<file path="config.mk">
export PLATFORM = sky130hd
export DESIGN_NAME = bgc_block_gating
export DESIGN_NICKNAME = d
export VERILOG_FILES = /design/src/logic/bgc_pkg.sv /design/src/logic/bgc_block_gating.sv
export SDC_FILE = /design/constraint.sdc
export NUM_CORES = 1
export LEC_CHECK = 0
export BUFFER_PORTS_ARGS = -buffer_cell sky130_fd_sc_hd__buf_2
export CAP_MARGIN = 20
export CORE_MARGIN = 2
export CORE_UTILIZATION = 40
export DETAILED_ROUTE_END_ITERATION = 8
export GPL_TIMING_DRIVEN = 1
export PLACE_DENSITY = 0.72
export SYNTH_ARGS = -nofsm -noshare
export SYNTH_HDL_FRONTEND = slang
export SYNTH_SLANG_ARGS = --single-unit
</file>
<file path="constraint.sdc">
create_clock -name aclk -period 1.55 [get_ports aclk]
set_clock_uncertainty 0.05 [all_clocks]
set_input_delay 0.155 -clock aclk [delete_from_list [all_inputs] [get_ports aclk]]
set_output_delay 0.155 -clock aclk [all_outputs]
set_load 0.01 [all_outputs]
</file>
<file path="src/logic/bgc_pkg.sv">
// Functional notes
// - Disabled peripheral held in reset, clock stopped
// - Disabled peripheral ignores writes, reads initial values
// - Sound disable register, bit 0 buzzer
// - Analog disable register resets to zero
// - Bit 6 turns display driver off
// - Bit 5 turns battery detector off
// - Bit 4 gates stop detector only in halt
// - Variant gates stop detector in all modes
// - Bit 1 turns RC converter off
// - Bit 0 turns SAR converter off
// - Ordinary resets start from vector 0002H
// - Break reset starts from vector 0004H
// - Break at level two or more uses 0002H
// - Halt bit stops execution, peripherals run
// - Wake request clears halt bit, resumes run
// - Up to two instructions before interrupt entry
// - Halt is bit 0 of standby control
// - No halt while enabled request pending
// - Maskable wake with master enable low skips service
`default_nettype none
package bgc_pkg;
  localparam logic [31:0] BGC_SOUND_OFS = 32'h0000_F02B;
  localparam logic [31:0] BGC_ANALOG_OFS = 32'h0000_F02C;
  localparam logic [31:0] BGC_STBY_OFS = 32'h0000_F009;
  localparam logic [31:0] BGC_STATUS_OFS = 32'h0000_F030;
  localparam logic [31:0] BGC_SOUND_ADDR = BGC_SOUND_OFS << 2;
  localparam logic [31:0] BGC_ANALOG_ADDR = BGC_ANALOG_OFS << 2;
  localparam logic [31:0] BGC_STBY_ADDR = BGC_STBY_OFS << 2;
  localparam logic [31:0] BGC_STATUS_ADDR = BGC_STATUS_OFS << 2;
  localparam logic [7:0] BGC_SOUND_RST = 8'h00;
  localparam logic [7:0] BGC_ANALOG_RST = 8'h00;
  localparam logic [7:0] BGC_SOUND_MASK = 8'h01;
  localparam logic [7:0] BGC_ANALOG_MASK = 8'h73;
  localparam int BGC_BUZZER_BIT = 0;
  localparam int BGC_DISPLAY_BIT = 6;
  localparam int BGC_BATTERY_BIT = 5;
  localparam int BGC_OSCDET_BIT = 4;
  localparam int BGC_RC_BIT = 1;
  localparam int BGC_SAR_BIT = 0;
  localparam int BGC_HALT_BIT = 0;
  localparam int BGC_STOP_BIT = 1;
  localparam logic [15:0] BGC_VEC_NORMAL = 16'h0002;
  localparam logic [15:0] BGC_VEC_BREAK = 16'h0004;
  localparam logic [1:0] BGC_LEVEL_NMI = 2'h2;
  localparam logic [1:0] BGC_RESP_OKAY = 2'h0;
  localparam logic [1:0] BGC_RESP_SLVERR = 2'h2;
  typedef enum logic [1:0] {
    BGC_RUN = 2'b00,
    BGC_HALT = 2'b01,
    BGC_WAKE = 2'b10
  } bgc_mode_t;
  typedef struct packed {
    logic display;
    logic battery;
    logic oscdet;
    logic rc_adc;
    logic sar_adc;
    logic buzzer;
  } bgc_gate_t;
  typedef struct packed {
    logic nmi;
    logic wdt;
    logic maskable;
  } bgc_wake_t;
endpackage
`default_nettype wire

</file>
<file path="src/logic/bgc_block_gating.sv">
// Implementation choice: the AXI4-Lite interface to the registers.
`default_nettype none
module bgc_block_gating
  import bgc_pkg::*;
#(
  parameter bit OSCDET_ALWAYS = 1'b0
) (
  input wire logic aclk,
  input wire logic aresetn,
  input wire logic clk_en,
  input wire logic [31:0] s_axi_awaddr,
  input wire logic s_axi_awvalid,
  output logic s_axi_awready,
  input wire logic [31:0] s_axi_wdata,
  input wire logic [3:0] s_axi_wstrb,
  input wire logic s_axi_wvalid,
  output logic s_axi_wready,
  output logic [1:0] s_axi_bresp,
  output logic s_axi_bvalid,
  input wire logic s_axi_bready,
  input wire logic [31:0] s_axi_araddr,
  input wire logic s_axi_arvalid,
  output logic s_axi_arready,
  output logic [31:0] s_axi_rdata,
  output logic [1:0] s_axi_rresp,
  output logic s_axi_rvalid,
  input wire logic s_axi_rready,
  input wire bgc_wake_t wake_req,
  input wire logic irq_pending,
  input wire logic master_irq_enable,
  input wire logic [1:0] interrupt_level_field,
  input wire logic reset_cause_break,
  input wire logic sys_reset_done,
  output bgc_gate_t periph_reset,
  output bgc_gate_t periph_clk_en,
  output logic cpu_halted,
  output logic irq_service_ok,
  output logic [15:0] start_vector
);
  logic [31:0] aw_addr_r;
  logic aw_have_r;
  logic [31:0] w_data_r;
  logic [3:0] w_strb_r;
  logic w_have_r;
  logic [7:0] sound_r;
  logic [7:0] analog_r;
  bgc_mode_t mode_r;
  bgc_mode_t mode_nxt;
  logic wake_any;
  logic [7:0] wr_byte;
  logic do_write;
  logic halt_wr;
  bgc_gate_t gate_nxt;

  function automatic logic [7:0] lane_byte(input logic [31:0] addr, input logic [31:0] data);
    // Each register owns a whole word; the byte sits in the low lane.
    lane_byte = data[7:0];
  endfunction

  assign do_write = aw_have_r && w_have_r && !s_axi_bvalid;
  assign wr_byte = lane_byte(aw_addr_r, w_data_r);
  assign wake_any = wake_req.nmi || wake_req.wdt || wake_req.maskable;
  // A write with both halt and stop set is prohibited and treated as no entry.
  assign halt_wr = do_write && w_strb_r[0] && aw_addr_r == BGC_STBY_ADDR
                   && wr_byte[BGC_HALT_BIT] && !wr_byte[BGC_STOP_BIT];

  // Address and data are held separately so they may arrive in either order.
  always_ff @(posedge aclk) begin
    if (!aresetn) begin
      aw_have_r <= 1'b0;
      aw_addr_r <= 32'h0000_0000;
      s_axi_awready <= 1'b0;
    end else if (clk_en) begin
      s_axi_awready <= !aw_have_r && !s_axi_awready;
      if (s_axi_awvalid && s_axi_awready) begin
        aw_have_r <= 1'b1;
        aw_addr_r <= s_axi_awaddr;
        s_axi_awready <= 1'b0;
      end else if (do_write) begin
        aw_have_r <= 1'b0;
      end
    end
  end

  always_ff @(posedge aclk) begin
    if (!aresetn) begin
      w_have_r <= 1'b0;
      w_data_r <= 32'h0000_0000;
      w_strb_r <= 4'h0;
      s_axi_wready <= 1'b0;
    end else if (clk_en) begin
      s_axi_wready <= !w_have_r && !s_axi_wready;
      if (s_axi_wvalid && s_axi_wready) begin
        w_have_r <= 1'b1;
        w_data_r <= s_axi_wdata;
        w_strb_r <= s_axi_wstrb;
        s_axi_wready <= 1'b0;
      end else if (do_write) begin
        w_have_r <= 1'b0;
      end
    end
  end

  always_ff @(posedge aclk) begin
    if (!aresetn) begin
      s_axi_bvalid <= 1'b0;
      s_axi_bresp <= BGC_RESP_OKAY;
    end else if (clk_en) begin
      if (do_write) begin
        s_axi_bvalid <= 1'b1;
        s_axi_bresp <= (aw_addr_r == BGC_SOUND_ADDR || aw_addr_r == BGC_ANALOG_ADDR
                        || aw_addr_r == BGC_STBY_ADDR) ? BGC_RESP_OKAY : BGC_RESP_SLVERR;
      end else if (s_axi_bready) begin
        s_axi_bvalid <= 1'b0;
      end
    end
  end

  always_ff @(posedge aclk) begin
    if (!aresetn) begin
      sound_r <= BGC_SOUND_RST;
      analog_r <= BGC_ANALOG_RST;
    end else if (clk_en && do_write && w_strb_r[0]) begin
      if (aw_addr_r == BGC_SOUND_ADDR) begin
        sound_r <= wr_byte & BGC_SOUND_MASK;
      end
      if (aw_addr_r == BGC_ANALOG_ADDR) begin
        analog_r <= wr_byte & BGC_ANALOG_MASK;
      end
    end
  end

  always_ff @(posedge aclk) begin
    if (!aresetn) begin
      s_axi_arready <= 1'b0;
      s_axi_rvalid <= 1'b0;
      s_axi_rdata <= 32'h0000_0000;
      s_axi_rresp <= BGC_RESP_OKAY;
    end else if (clk_en) begin
      s_axi_arready <= !s_axi_rvalid && !s_axi_arready;
      if (s_axi_arvalid && s_axi_arready) begin
        s_axi_arready <= 1'b0;
        s_axi_rvalid <= 1'b1;
        s_axi_rresp <= BGC_RESP_OKAY;
        case (s_axi_araddr)
          BGC_SOUND_ADDR: s_axi_rdata <= {24'h00_0000, sound_r};
          BGC_ANALOG_ADDR: s_axi_rdata <= {24'h00_0000, analog_r};
          // Standby control is write-only; the live mode is shown at the status word.
          BGC_STBY_ADDR: s_axi_rdata <= 32'h0000_0000;
          BGC_STATUS_ADDR: s_axi_rdata <= {30'h0, mode_r};
          default: begin
            s_axi_rdata <= 32'h0000_0000;
            s_axi_rresp <= BGC_RESP_SLVERR;
          end
        endcase
      end else if (s_axi_rvalid && s_axi_rready) begin
        s_axi_rvalid <= 1'b0;
      end
    end
  end

  always_comb begin
    mode_nxt = mode_r;
    case (mode_r)
      BGC_RUN: begin
        if (halt_wr && !irq_pending) begin
          mode_nxt = BGC_HALT;
        end
      end
      BGC_HALT: begin
        if (wake_any) begin
          mode_nxt = BGC_WAKE;
        end
      end
      // One cycle standing for the falling-edge release before run resumes.
      BGC_WAKE: mode_nxt = BGC_RUN;
      default: mode_nxt = BGC_RUN;
    endcase
  end

  always_ff @(posedge aclk) begin
    if (!aresetn) begin
      mode_r <= BGC_RUN;
      cpu_halted <= 1'b0;
      irq_service_ok <= 1'b0;
    end else if (clk_en) begin
      mode_r <= mode_nxt;
      cpu_halted <= mode_nxt == BGC_HALT;
      if (mode_r == BGC_HALT && wake_any) begin
        // Interrupt service follows only if the core would accept it.
        irq_service_ok <= wake_req.nmi || wake_req.wdt
                          || (wake_req.maskable && master_irq_enable);
      end else begin
        irq_service_ok <= 1'b0;
      end
    end
  end

  always_comb begin
    gate_nxt.buzzer = sound_r[BGC_BUZZER_BIT];
    gate_nxt.display = analog_r[BGC_DISPLAY_BIT];
    gate_nxt.battery = analog_r[BGC_BATTERY_BIT];
    gate_nxt.oscdet = analog_r[BGC_OSCDET_BIT]
                      && (OSCDET_ALWAYS || mode_nxt == BGC_HALT);
    gate_nxt.rc_adc = analog_r[BGC_RC_BIT];
    gate_nxt.sar_adc = analog_r[BGC_SAR_BIT];
  end

  // Reset held high keeps the peripheral's registers at initial values and
  // blocks its register writes; clock enable low stops its operating clock.
  always_ff @(posedge aclk) begin
    if (!aresetn) begin
      periph_reset <= '0;
      periph_clk_en <= '1;
    end else if (clk_en) begin
      periph_reset <= gate_nxt;
      periph_clk_en <= ~gate_nxt;
    end
  end

  always_ff @(posedge aclk) begin
    if (!aresetn) begin
      start_vector <= BGC_VEC_NORMAL;
    end else if (clk_en && sys_reset_done) begin
      if (reset_cause_break && interrupt_level_field < BGC_LEVEL_NMI) begin
        start_vector <= BGC_VEC_BREAK;
      end else begin
        start_vector <= BGC_VEC_NORMAL;
      end
    end
  end
endmodule
`default_nettype wire

</file>
### Word level (Yosys, flattened, before mapping)

Cells that the tools add are included.
W data, S select, Z words.

* magnitude comparators: 1
* equal/unequal tests: 9
* mux-type cells: 18
* bitwise gates (word level): 1
* reductions and logical operators: 51

Operator list (number)
* $eq A32 B18 Y1 const B: 7
* $logic_and A1 B1 Y1: 21
* $pmux W7 S3: 1
* $reduce_and A2 Y1: 10
* $mux W1: 11
* $logic_not A1 Y1: 9
* $mux W2: 4
* $reduce_bool A2 Y1: 4
* $not A6 Y6: 1
* $logic_or A1 B1 Y1: 5
* $eq A2 B1 Y1 const B: 2
* $pmux W2 S2: 1
* $reduce_or A4 Y1: 1
* $mux W3: 1
* $logic_not A2 Y1: 1
* $lt A2 B2 Y1 const B: 1

* flip-flop bits (word level): 121
* bits of input ports: 117
* output and inout bits: 71
* logic and storage cells: 111

### Longest topological paths before layout

Gate-level depths: netlist of the first run.

* depth in word-level cells: 12
* depth in mapped cells: 6
* gate-level depth less buffers: 4

### Least setup slack after synthesis of the first run

Ideal clock, no wire load.

* path kind: register to register
* start point: register aw_addr_r[3]
* end point: register periph_clk_en[3] in the netlist's numbering
* arrival time: 1.245 ns
* path slack: 0.141 ns
* cell stages (with the launch flop): 5
* path buffers: 0
* cells stage by stage: dfxtp_1 -> or4_4 -> nor2_2 -> nand4_2 -> a21o_1

* longest elaborated chain between the ends: 10

Ends and longest elaborated chain
* start: declaration: line bgc_block_gating.sv:40 `logic [31:0] aw_addr_r;`
* start signal: assignment: line bgc_block_gating.sv:77 `aw_addr_r <= s_axi_awaddr;`
* $eq A32 B18 Y1: line bgc_block_gating.sv:64 `assign halt_wr = do_write && w_strb_r[0] && aw_addr_r == BGC_STBY_ADDR`
* $logic_and A1 B1 Y1: line bgc_block_gating.sv:64
* $logic_and A1 B1 Y1 (2 in a row): line bgc_block_gating.sv:65 `&& wr_byte[BGC_HALT_BIT] && !wr_byte[BGC_STOP_BIT];`
* $logic_and A1 B1 Y1: line bgc_block_gating.sv:166 `if (halt_wr && !irq_pending) begin`
* $mux W2: line bgc_block_gating.sv:166
* $pmux W2 S2: line bgc_block_gating.sv:164 `case (mode_r)`
* $eq A2 B1 Y1: line bgc_block_gating.sv:204 `&& (OSCDET_ALWAYS || mode_nxt == BGC_HALT);`
* $logic_and A1 B1 Y1: line bgc_block_gating.sv:204
* $not A6 Y6: line bgc_block_gating.sv:217 `periph_clk_en <= ~gate_nxt;`
* end signal: assignment: line bgc_block_gating.sv:217
* end: declaration: line bgc_block_gating.sv:35 `output bgc_gate_t periph_clk_en,`

Every way passes these cells.
A chain may end at the register's enable or synchronous reset.

### Worst setup path in the final report of the first run

* start point: register aw_addr_r[27]
* end point: register analog_r[6]

* longest elaborated chain between the ends: 2

Ends and longest elaborated chain
* $eq A32 B18 Y1: line bgc_block_gating.sv:127 `if (aw_addr_r == BGC_ANALOG_ADDR) begin`
* $reduce_and A2 Y1 (no line)
* end signal: assignment: line bgc_block_gating.sv:128 `analog_r <= wr_byte & BGC_ANALOG_MASK;`
* end: declaration: line bgc_block_gating.sv:46 `logic [7:0] analog_r;`

Every way passes these cells.

==> results of run 1 <==
## cell usage after synthesis (2+ instances only)
library cell,number
nor4_2,2
a21oi_1,51
mux2i_1,12
buf_4,44
nor4_1,7
and3b_1,2
nand3_1,8
and4_1,5
nand4_1,4
buf_2,5
nor2b_1,2
and3_1,3
nor3b_1,3
nor3_1,6
nor4b_1,3
o21ai_0,10
nor2_1,24
a2bb2oi_1,2
a22o_1,2
nor4bb_1,2
dfxtp_1,76
and2_1,4
clkbuf_1,15
nand2_1,101
## layer usage
layer / track usage (%) / up-vias
li1: - / 1633
met5: 0 / -
met4: 5.60 / 2
met3: 5.79 / 12
met1: 19.7 / 1498
met2: 36.4 / 116
## critical path: stages (launching register included)
cell	delay, ns
dfxtp_2	0.34
nor4_4	0.29
and4_4	0.27
and3_4	0.18
buf_6	0.12
mux2i_1	0.19
## sequential cells by signal, indices dropped and copies added (netlist names), 2 cells and up
name and count:
s_axi_rdata 5, periph_clk_en 6, aw_addr_r 32, w_data_r 5
periph_reset 6, mode_r 2, analog_r 5, start_vector 2
## power by group through the flow
stage	Combinational, mW	Sequential (mW)	Clock (mW)
after global routing	0.495	2.03	1.97
final	0.440	2.02	1.85
after global placement	0.359	2.06	0
after CTS	0.431	2.02	1.89
after detailed placement	0.367	2.06	0
after floorplan	0.269	2.06	0
## cell type report
cell class	count	area share (%)
clock buffer	11	3.05
clock inverter	5	2.32
inverter	2	0.162
multi-input combinational	315	36.3
sequential	76	32.9
tap	105	2.83
timing repair buffer	163	22.4
## cell families after synthesis
| logic type | Yosys count |
|---|---|
| AO/OA/AOI/OAI | 74 |
| XOR/XNOR | 1 |
| buffers and inverters | 66 |
| flip-flops | 76 |
| multiplexers | 12 |
| other | 1 |
| AND/OR/NAND/NOR | 185 |
## worst min-delay path by stage
stage,end,slack [ns],cells past startpoint
floorplan,aw_addr_r[14],0.24,2
global placement,w_data_r[1],0.34,3
detailed placement,aw_addr_r[10],0.35,3
CTS,w_strb_r[0],0.002,3
global route,aw_addr_r[12],0.003,3
finish,w_strb_r[0],0.01,3
## repair_timing
item | in CTS | in global routing
resized for setup | 1 | 14
setup endpoints to repair | 1 | 12
endpoints found under the hold margin | 33 | 0
pin swaps | 0 | 6
hold buffers | 33 | 0
setup buffers | 0 | 1
==> results by group, run 1 <==
Outcome
  – Status: finished clean

Layout
  – Layout cells sized above 1: 28.7%
  – Most frequent cells in the layout: buf_2, nand2_1, dfxtp_1, a21oi_1, conb_1
  – Final Net Count: 684
  – Area occupied by multi-input gates: around 1700 µm²
  – Filler cells: 758
  – Final std cells w/o fill: 677
  – Commonest non-fill, non-tap cell in the layout: buf_2
  – Cell area after layout: 4640 µm²
  – Area taken by flip-flops and latches: 1530 µm²
  – Diode count: 0
  – Syn-to-layout area delta: 36.2%
  – Fin util: 56.5%

Detailed routing
  – Total wire length: 8.82 mm
  – Top layer in use: met5
  – Via density: 4.82
  – Total number of vias: about 3.3k
  – # DRC: 0
  – DR pass1 iterations: 4
  – Wire length on met3: 665 µm
  – Drt first-iter violations: 93
  – WL met1: 3.40 mm
  – Routed WL per cell: 13.0 µm
  – Routed met2 length: 4.64 mm
  – Post-route ant nets: 0

Setup path
  – CP endpoint: analog_r[6]
  – RR Endpoint: analog_r[6]
  – Crit. Startpoint: aw_addr_r[27]
  – Startpoint types: flop
  – Largest fanout on the critical path: 5
  – Critical path type: reg -> reg
  – Worst reg-to-reg setup slack: around 0.036 ns
  – Launching point of the worst reg2reg path: aw_addr_r[27]
  – Critical Path AT: 1.74 ns
  – Reg2reg path depth: 5
  – Worst Path Required: 1.78 ns
  – Worst Setup End Kind: flop

Synth
  – Number of flops mapped to enable cells by yosys: 0
  – Post-Synth Adder-Cell Area: 0%
  – Post-synthesis mux area share: 3.53%
  – Syn Std Cell Area: 3410 µm²
  – Synth area leaders: dfxtp_1, nand2_1, buf_4, a21oi_1, mux2i_1
  – Synth top area share: 44.7%
  – Largest area contributor in the netlist: dfxtp_1
  – Simple-gate share of the synthesized area: 27.0%
  – Seq/Total Area, Yosys: 44.7%
  – Post-synthesis area per instance: ~8 µm²
  – Main combinational cell family by area after synthesis: simple AND/OR/NAND/NOR gates
  – Primary FF master, synth: dfxtp_1
  – Synth Area in XOR/XNOR: 0.257%
  – Synth cell types: 46
  – Post-synthesis compound-gate area fraction: between 10% and 20%
  – Flops & latches, synth: 76
  – Synth warn: 0
  – Post-Synthesis Cells: 415
  – Fraction of registers with async set/reset: 0%

Placement
  – Final GP Congestion: 0.782
  – Post-detail-place hpwl: 6.41 mm
  – Placed instance area: 3980 µm²
  – Placed cells: 627
  – IO Port Bufs: about 110
  – Worst slack, placed: 0.0115 ns

Floorplanning
  – Starting Density: a little over 40%
  – I/O pin total: 188
  – Die area: 9270 µm²
  – Chip width: a little under 100 µm
  – Floorplan row count: 33
  – Core Area: 8220 µm²
  – Die H: 96.3 µm

Job
  – Max-Cap Viols: 0

Timing
  – Unrepaired setup endpoints after global routing: yes
  – Max Clk Rate: 660 MHz
  – Fin crit share: 97.7%
  – Endpoints failing setup: 0
  – Fin Hold WS: 0.0147 ns
  – Min Tclk post-route: 1.51 ns
  – Total negative setup slack: 0 ns
  – Worst setup margin: between 0.03 and 0.04 ns
  – Hold Violations, Final: 0
  – Slew Limit Fails: 0

Global routing
  – Largest net degree at the start of global routing: 29
  – Total gr overflow: 0
  – Number of global-route vias before repair: 3126
  – Initial antenna violation count: 1
  – GRT Util Overall: 19.0%
  – First-pass GRT wire length: 13.5 mm

Min path
  – Min-delay src: s_axi_wstrb[0]
  – Worst hold-check path type: in -> reg

Clocking
  – Inserted Clock Buffers: 9
  – Root Driver: clkbuf_8
  – Clock sink total: 76
  – Clock Tree Buf Depth: 2
  – Clock slew at reported path FFs: 0.08 ns
  – Clk_lat worst skew: between 0.3 and 0.4 ns
  – H-tree depth: 3
  – CTS tree: yes

Power
  – PwrDens: 929 nW/µm²
  – Switching part of the total: 22.7%
  – Clock power share: 42.9%
  – Share of power burned in registers: 46.9%
  – Pint: ~3.3 mW
  – Total power: ~4.3 mW
  – Switching pwr: 0.980 mW
  – Comb pwr share: 10.2%
  – Maximum VDD drop: 621 µV
  – Leakage: around 2.0 nW
Note: power is estimated with default switching activity, not from simulation.
==> inputs of run 2 (changes only) <==
Settings changed: CORE_UTILIZATION 40 to 44, PLACE_DENSITY 0.72 to 0.78.
==> run 2 against run 1 <==
Global-route usage rose by 0.92 points. Wire length fell by 2.0%. Critical path depth did not move. Cell area fell by 1.1%. Worst setup slack improved by 0.039 ns. Utilization rose by 3.8 points. Combinational power rose by 1%. Highest routed layer is now met4.
==> results by group, run 2 (synthesis results as in run 1) <==
Clocking
  – Root Driver: clkbuf_8
  – H-tree depth: 3
  – Clock Tree Buf Depth: 2
  – Post-CTS Setup Inserts: 0
  – CTS tree: yes
  – Clock sink total: 76
  – Inserted Clock Buffers: 9
  – Clk_lat worst skew: approximately 0.35 ns
  – Clock slew at reported path FFs: 0.07 ns

Floorplanning
  – I/O pin total: about 190
  – Core Area: 7610 µm²
  – Starting Density: 44.8%
  – Die area: between 8000 and 9000 µm²
  – Floorplan row count: 32
  – Chip width: 92.0 µm
  – Die H: 92.0 µm

Setup path
  – Worst reg-to-reg setup slack: around 0.075 ns
  – Launching point of the worst reg2reg path: aw_addr_r[10]
  – Worst Path Required: 1.73 ns
  – Critical path, cell by cell: nor4_1 -> and4_4 -> buf_4 -> nor4b_1 -> nor3_1
  – Worst Setup End Kind: flop
  – RR Endpoint: s_axi_bresp[1]
  – Crit-path max cell delay: 0.32 ns
  – Reg2reg path depth: 5
  – CP endpoint: s_axi_bresp[1]
  – Critical path type: reg -> reg
  – Critical Path AT: 1.66 ns
  – Startpoint types: flop
  – Crit. Startpoint: aw_addr_r[10]
  – Largest fanout on the critical path: 3
  – Slowest stage cell, crit path: dfxtp_1

Placement
  – Post-detail-place hpwl: a little over 6 mm
  – Placed instance area: 4000 µm²
  – Final GP Congestion: 0.841
  – IO Port Bufs: 113

Detailed routing
  – Total number of vias: around 3.3k
  – Drt first-iter violations: 103
  – # DRC: 0
  – Total wire length: 8.64 mm
  – Routed WL per cell: about 13 µm
  – Via density: 4.86
  – DR pass1 iterations: 4
  – Post-route ant nets: 0

Power
  – Switching pwr: 0.980 mW
  – Leakage: 1.99 nW
  – PwrDens: 866 nW/µm²
  – Comb pwr share: 11.2%
  – Maximum VDD drop: 732 µV
  – Clock power share: 38.0%
  – Switching part of the total: 24.7%
  – Total power: 3.97 mW
  – Share of power burned in registers: 50.8%
  – Pint: 2.99 mW

Layout
  – Max reg flops: 32
  – Final Net Count: 684
  – Biggest regs: aw_addr_r: 32 flops, periph_clk_en: 6 flops, periph_reset: 6 flops
  – Commonest non-fill, non-tap cell in the layout: buf_2
  – Layout cells sized above 1: 28.0%
  – Diode count: 0
  – Filler cells: roughly 670
  – Cell area after layout: about 4600 µm²
  – Most frequent cells in the layout: buf_2, nand2_1, dfxtp_1, a21oi_1, conb_1
  – Fin util: between 60% and 70%
  – Reg with most FFs: aw_addr_r
  – Syn-to-layout area delta: 34.7%

Timing
  – Endpoints failing setup: 0
  – Hold Violations, Final: 0
  – Min Tclk post-route: 1.48 ns
  – Slew Limit Fails: 0
  – Max Clk Rate: 678 MHz
  – Fin crit share: 95.2%

Job
  – Max-Cap Viols: 0

Min path
  – Worst hold-check path type: in -> reg

Global routing
  – First-pass GRT wire length: around 13 mm
  – Number of global-route vias before repair: 3104
  – Largest net degree at the start of global routing: 29
  – GRT Util Overall: 19.9%
  – Total gr overflow: 0
  – Initial antenna violation count: 0

Outcome
  – Status: finished clean
[run 2: cell count changes in the layout (fill, tap and decap cells not counted), sizes merged]
cell         previous run  this run
dlygate4sd3            33        34
clkbuf                 11        10
inv                     3         2
clkinv                  1         3
clkinvlp                0         2
buf                   130       129
bufinv                  3         1
[run 2: stage by stage]
stage	instances	worst slack, ns	TNS (ns)	hold slack [ns]
after detailed placement	624	-0.0415	-0.185	0.345
final	674	0.0745	0	0.00855
after floorplan	457	0.141	0	0.241
after CTS	674	0.0101	0	0.000191
after global placement	624	0.0126	0	0.338
after global routing	674	-0.0241	-0.0546	0.00172
[run 2: layer usage]
metal / wire (µm) / global-route usage (%) / vias to the layer above
met5: 0 / 0 / -
li1: - / - / 1633
met1: 3360 / 20.8 / 1497
met3: 586 / 6.16 / 14
met2: 4540 / 37.6 / 130
met4: 148 / 6.84 / 0
[run 2: critical path, delay by kind of cell (launching register included)]
| kind | cells | cell delay, ns |
|---|---|---|
| buffers and inverters | 1 | 0.13 |
| DFF | 1 | 0.32 |
| and+or+nand+nor | 4 | 0.86 |
[run 2: how the worst min path moves through the flow]
stage / start / end / slack [ns] / cells past startpoint
global route: s_axi_awaddr[0] / aw_addr_r[0] / 0.002 / 3
floorplan: s_axi_awaddr[14] / aw_addr_r[14] / 0.24 / 2
global placement: s_axi_wdata[6] / w_data_r[6] / 0.34 / 3
finish: s_axi_wdata[1] / w_data_r[1] / 0.009 / 3
detailed placement: s_axi_wdata[4] / w_data_r[4] / 0.35 / 3
CTS: s_axi_wdata[1] / w_data_r[1] / 0.0002 / 3
[run 2: timing repair]
action,CTS,global route
endpoints found under the hold margin,34,0
setup endpoints to repair,5,11
hold buffers,34,0
pin swaps,0,4
resized for setup,1,9
[run 2: layout make-up]
| class | instances | area (µm²) | area share [%] |
|---|---|---|---|
| multi-input cells | 315 | 1660 | 36.3 |
| flip-flops and latches | 76 | 1520 | 33.2 |
| repair buffers | 163 | 1060 | 23.2 |
| clock buffers | 10 | 138 | 3.00 |
| well taps | 102 | 128 | 2.78 |
| clock inverters | 6 | 63.8 | 1.39 |
| inverters | 2 | 7.51 | 0.164 |
[run 2: power by group through the flow]
| stage | combinational [mW] | clock [mW] | sequential, mW |
|---|---|---|---|
| after CTS | 0.437 | 1.54 | 2.02 |
| after global placement | 0.362 | 0 | 2.06 |
| after global routing | 0.490 | 1.62 | 2.02 |
| after detailed placement | 0.370 | 0 | 2.06 |
| after floorplan | 0.269 | 0 | 2.06 |
| final | 0.445 | 1.51 | 2.02 |
==> inputs of run 3 (changes only) <==
Settings changed: ABC_AREA set to 1, CORE_UTILIZATION 44 to 45, CTS_BUF_LIST set to sky130_fd_sc_hd__clkbuf_16, PLACE_DENSITY 0.78 to 0.79.
==> run 3 against run 2 <==
Hold slack better by 0.018 ns. Sequential cell count unchanged. Register-to-register slack worse by 0.02 ns. Non-clock buffer count fell by 36. Wire length rose by 3.7%. First-iteration DRC count increased by 47%. Via count up 8.0%. Sequential power increased by 2%. Total power up 24%. Final cell count is 9.2% higher. Critical path depth up 3. Maximum frequency shrank 1.4%.
==> results by group, run 3 <==
Outcome
  – Status: finished clean

Setup path
  – Launching point of the worst reg2reg path: aw_addr_r[20]
  – Critical path, cell by cell: nor2_2 -> nand2_1 -> nor2_4 -> nand3b_4 -> nor2_4 -> nand2_4 -> o21ai_1 -> nor2_1
  – Critical Path AT: between 1.5 and 2 ns
  – Critical path type: reg -> reg
  – Crit. Startpoint: aw_addr_r[20]
  – Worst Path Required: 1.73 ns
  – CP most frequent cell: nor2_4
  – Largest fanout on the critical path: 6
  – Slowest stage cell, crit path: dfxtp_1
  – Startpoint types: flop
  – Worst Setup End Kind: flop
  – Crit-path max cell delay: 0.32 ns

Timing
  – Max Clk Rate: roughly 670 MHz
  – Min Tclk post-route: roughly 1.5 ns
  – Slew Limit Fails: 0
  – Fin crit share: 96.5%
  – Hold Violations, Final: 0
  – Endpoints failing setup: 0
  – Total negative setup slack: 0 ns

Synth
  – Largest area contributor in the netlist: dfxtp_1
  – Post-Synthesis Cells: 511
  – Most common cell in the synthesized netlist: nand2_1
  – Fraction of registers with async set/reset: 0%
  – Post-synthesis area per instance: 7.13 µm²
  – Commonest cells post-synth: nand2_1, dfxtp_1, a21oi_1, nor2_1, buf_4
  – Synth top area share: about two fifths
  – Synth cell types: 28
  – Syn Std Cell Area: between 3000 and 4000 µm²
  – Primary FF master, synth: dfxtp_1
  – Number of flops mapped to enable cells by yosys: 0
  – Flops & latches, synth: 76
  – Synth warn: 0
  – Seq/Total Area, Yosys: a little over two fifths
  – Synth area leaders: dfxtp_1, nand2_1, buf_4, a21oi_1, nor2_1

Layout
  – Max reg flops: 32
  – Final Net Count: 746
  – Syn-to-layout area delta: 25.8%
  – Layout cells sized above 1: between 20% and 30%
  – Commonest non-fill, non-tap cell in the layout: buf_2
  – Reg with most FFs: aw_addr_r
  – Biggest regs: aw_addr_r: 32 flops, periph_clk_en: 6 flops, periph_reset: 6 flops
  – Most frequent cells in the layout: buf_2, nand2_1, dfxtp_1, a21oi_1, nor2_1
  – Diode count: 0

Power
  – Maximum VDD drop: 625 µV
  – Total power: 4.94 mW
  – Leakage: 2.11 nW
  – PwrDens: 1080 nW/µm²

Clocking
  – Inserted Clock Buffers: 9
  – H-tree depth: 3
  – Clock slew at reported path FFs: approximately 0.06 ns
  – Clock sink total: 76
  – Clk_lat worst skew: 0.33 ns
  – Root Driver: clkbuf_16
  – CTS tree: yes
  – Hold_buf cts: 0
  – Clock Tree Buf Depth: 2

Min path
  – Min-delay src: interrupt_level_field[1]
  – Worst hold-check path type: in -> reg

Detailed routing
  – Drt first-iter violations: 151
  – Post-route ant nets: 0
  – Total wire length: 8.96 mm
  – Total number of vias: 3537
  – Routed WL per cell: 12.2 µm
  – # DRC: 0
  – DR pass1 iterations: 4
  – Via density: 4.81

Floorplanning
  – Core Area: approximately 7800 µm²
  – Die H: 94.0 µm
  – I/O pin total: about 190
  – Die area: a little under 9000 µm²
  – Chip width: 94.0 µm
  – Floorplan row count: 32
  – Starting Density: between 40% and 50%

Global routing
  – GRT Util Overall: slightly above 20%
  – First-pass GRT wire length: 14.3 mm
  – Initial antenna violation count: 0
  – Largest net degree at the start of global routing: 29
  – Total gr overflow: 0
  – Number of global-route vias before repair: 3279

Placement
  – IO Port Bufs: around 110
  – Post-detail-place hpwl: approximately 6.4 mm
  – Final GP Congestion: between 0.7 and 0.8

Job
  – Max-Cap Viols: 0
==> run 3: routing by layer <==
metal  up-vias  wire length [µm]  GRT usage, %
met5         -                 0             0
met4         0               184          8.70
met3        17               552          4.09
met2       124              4430          34.8
met1      1590              3790          24.9
li1       1806                 -             -
==> run 3: area by class of cell <==
class                           count  area, µm²
Clock buffer                        9        225
Tap cell                          102        128
Inverter                           46        173
Multi-Input combinational cell    369       1730
Sequential cell                    76       1520
Fill cell                         694       3180
Clock inverter                      7        124
Timing Repair Buffer              127        683
==> run 3: timing repair <==
item	in CTS	in global routing
gates resized for setup	0	11
endpoints found under the setup margin	0	10
buffers inserted	0	5
==> run 3: logic make-up (layout without fill, tap and decap cells) <==
| kind of cell | after synthesis | in the layout | share of synthesized area (%) |
|---|---|---|---|
| AND/OR/NAND/NOR | 224 | 224 | 27.5 |
| buffers and inverters | 108 | 189 | 16.1 |
| AO/OA/AOI/OAI | 102 | 102 | 14.6 |
| flip-flops | 76 | 76 | 41.7 |
| other | 1 | 43 | 0.103 |
==> run 3: final timing paths <==
path                      end  slack [ns]  cells after the start
max               analog_r[1]        0.05                      8
min           start_vector[1]        0.03                      3
max reg2reg       analog_r[1]        0.05                      8
min reg2reg  periph_clk_en[4]        0.40                      1
==> run 3: where the power goes <==
group | leakage, nW | internal [mW] | switching, mW
Combinational | 1.33 | 0.187 | 0.293
Clock | 0.166 | 1.58 | 0.824
Sequential | 0.618 | 2.02 | 0.0392
==> run 3: per-stage QoR <==
stage,utilization [%],hold WS (ns),std cells,worst slack (ns),cell area (µm²)
4_1_cts,57.9,0.0164,731,0.0697,4500
3_3_place_gp,53.4,0.340,715,0.150,4150
2_1_floorplan,-,0.246,553,0.302,3800
5_1_grt,59.0,0.0331,736,-0.0369,4590
6_report,59.0,0.0267,736,0.0537,4590
3_5_place_dp,53.4,0.365,715,0.118,4150
==> run 3: worst max-delay path: cells and delay by family (launching register included) <==
family / cells / cell delay, ns
compound gates: 1 / 0.15
flops: 1 / 0.32
simple gates: 7 / 0.87
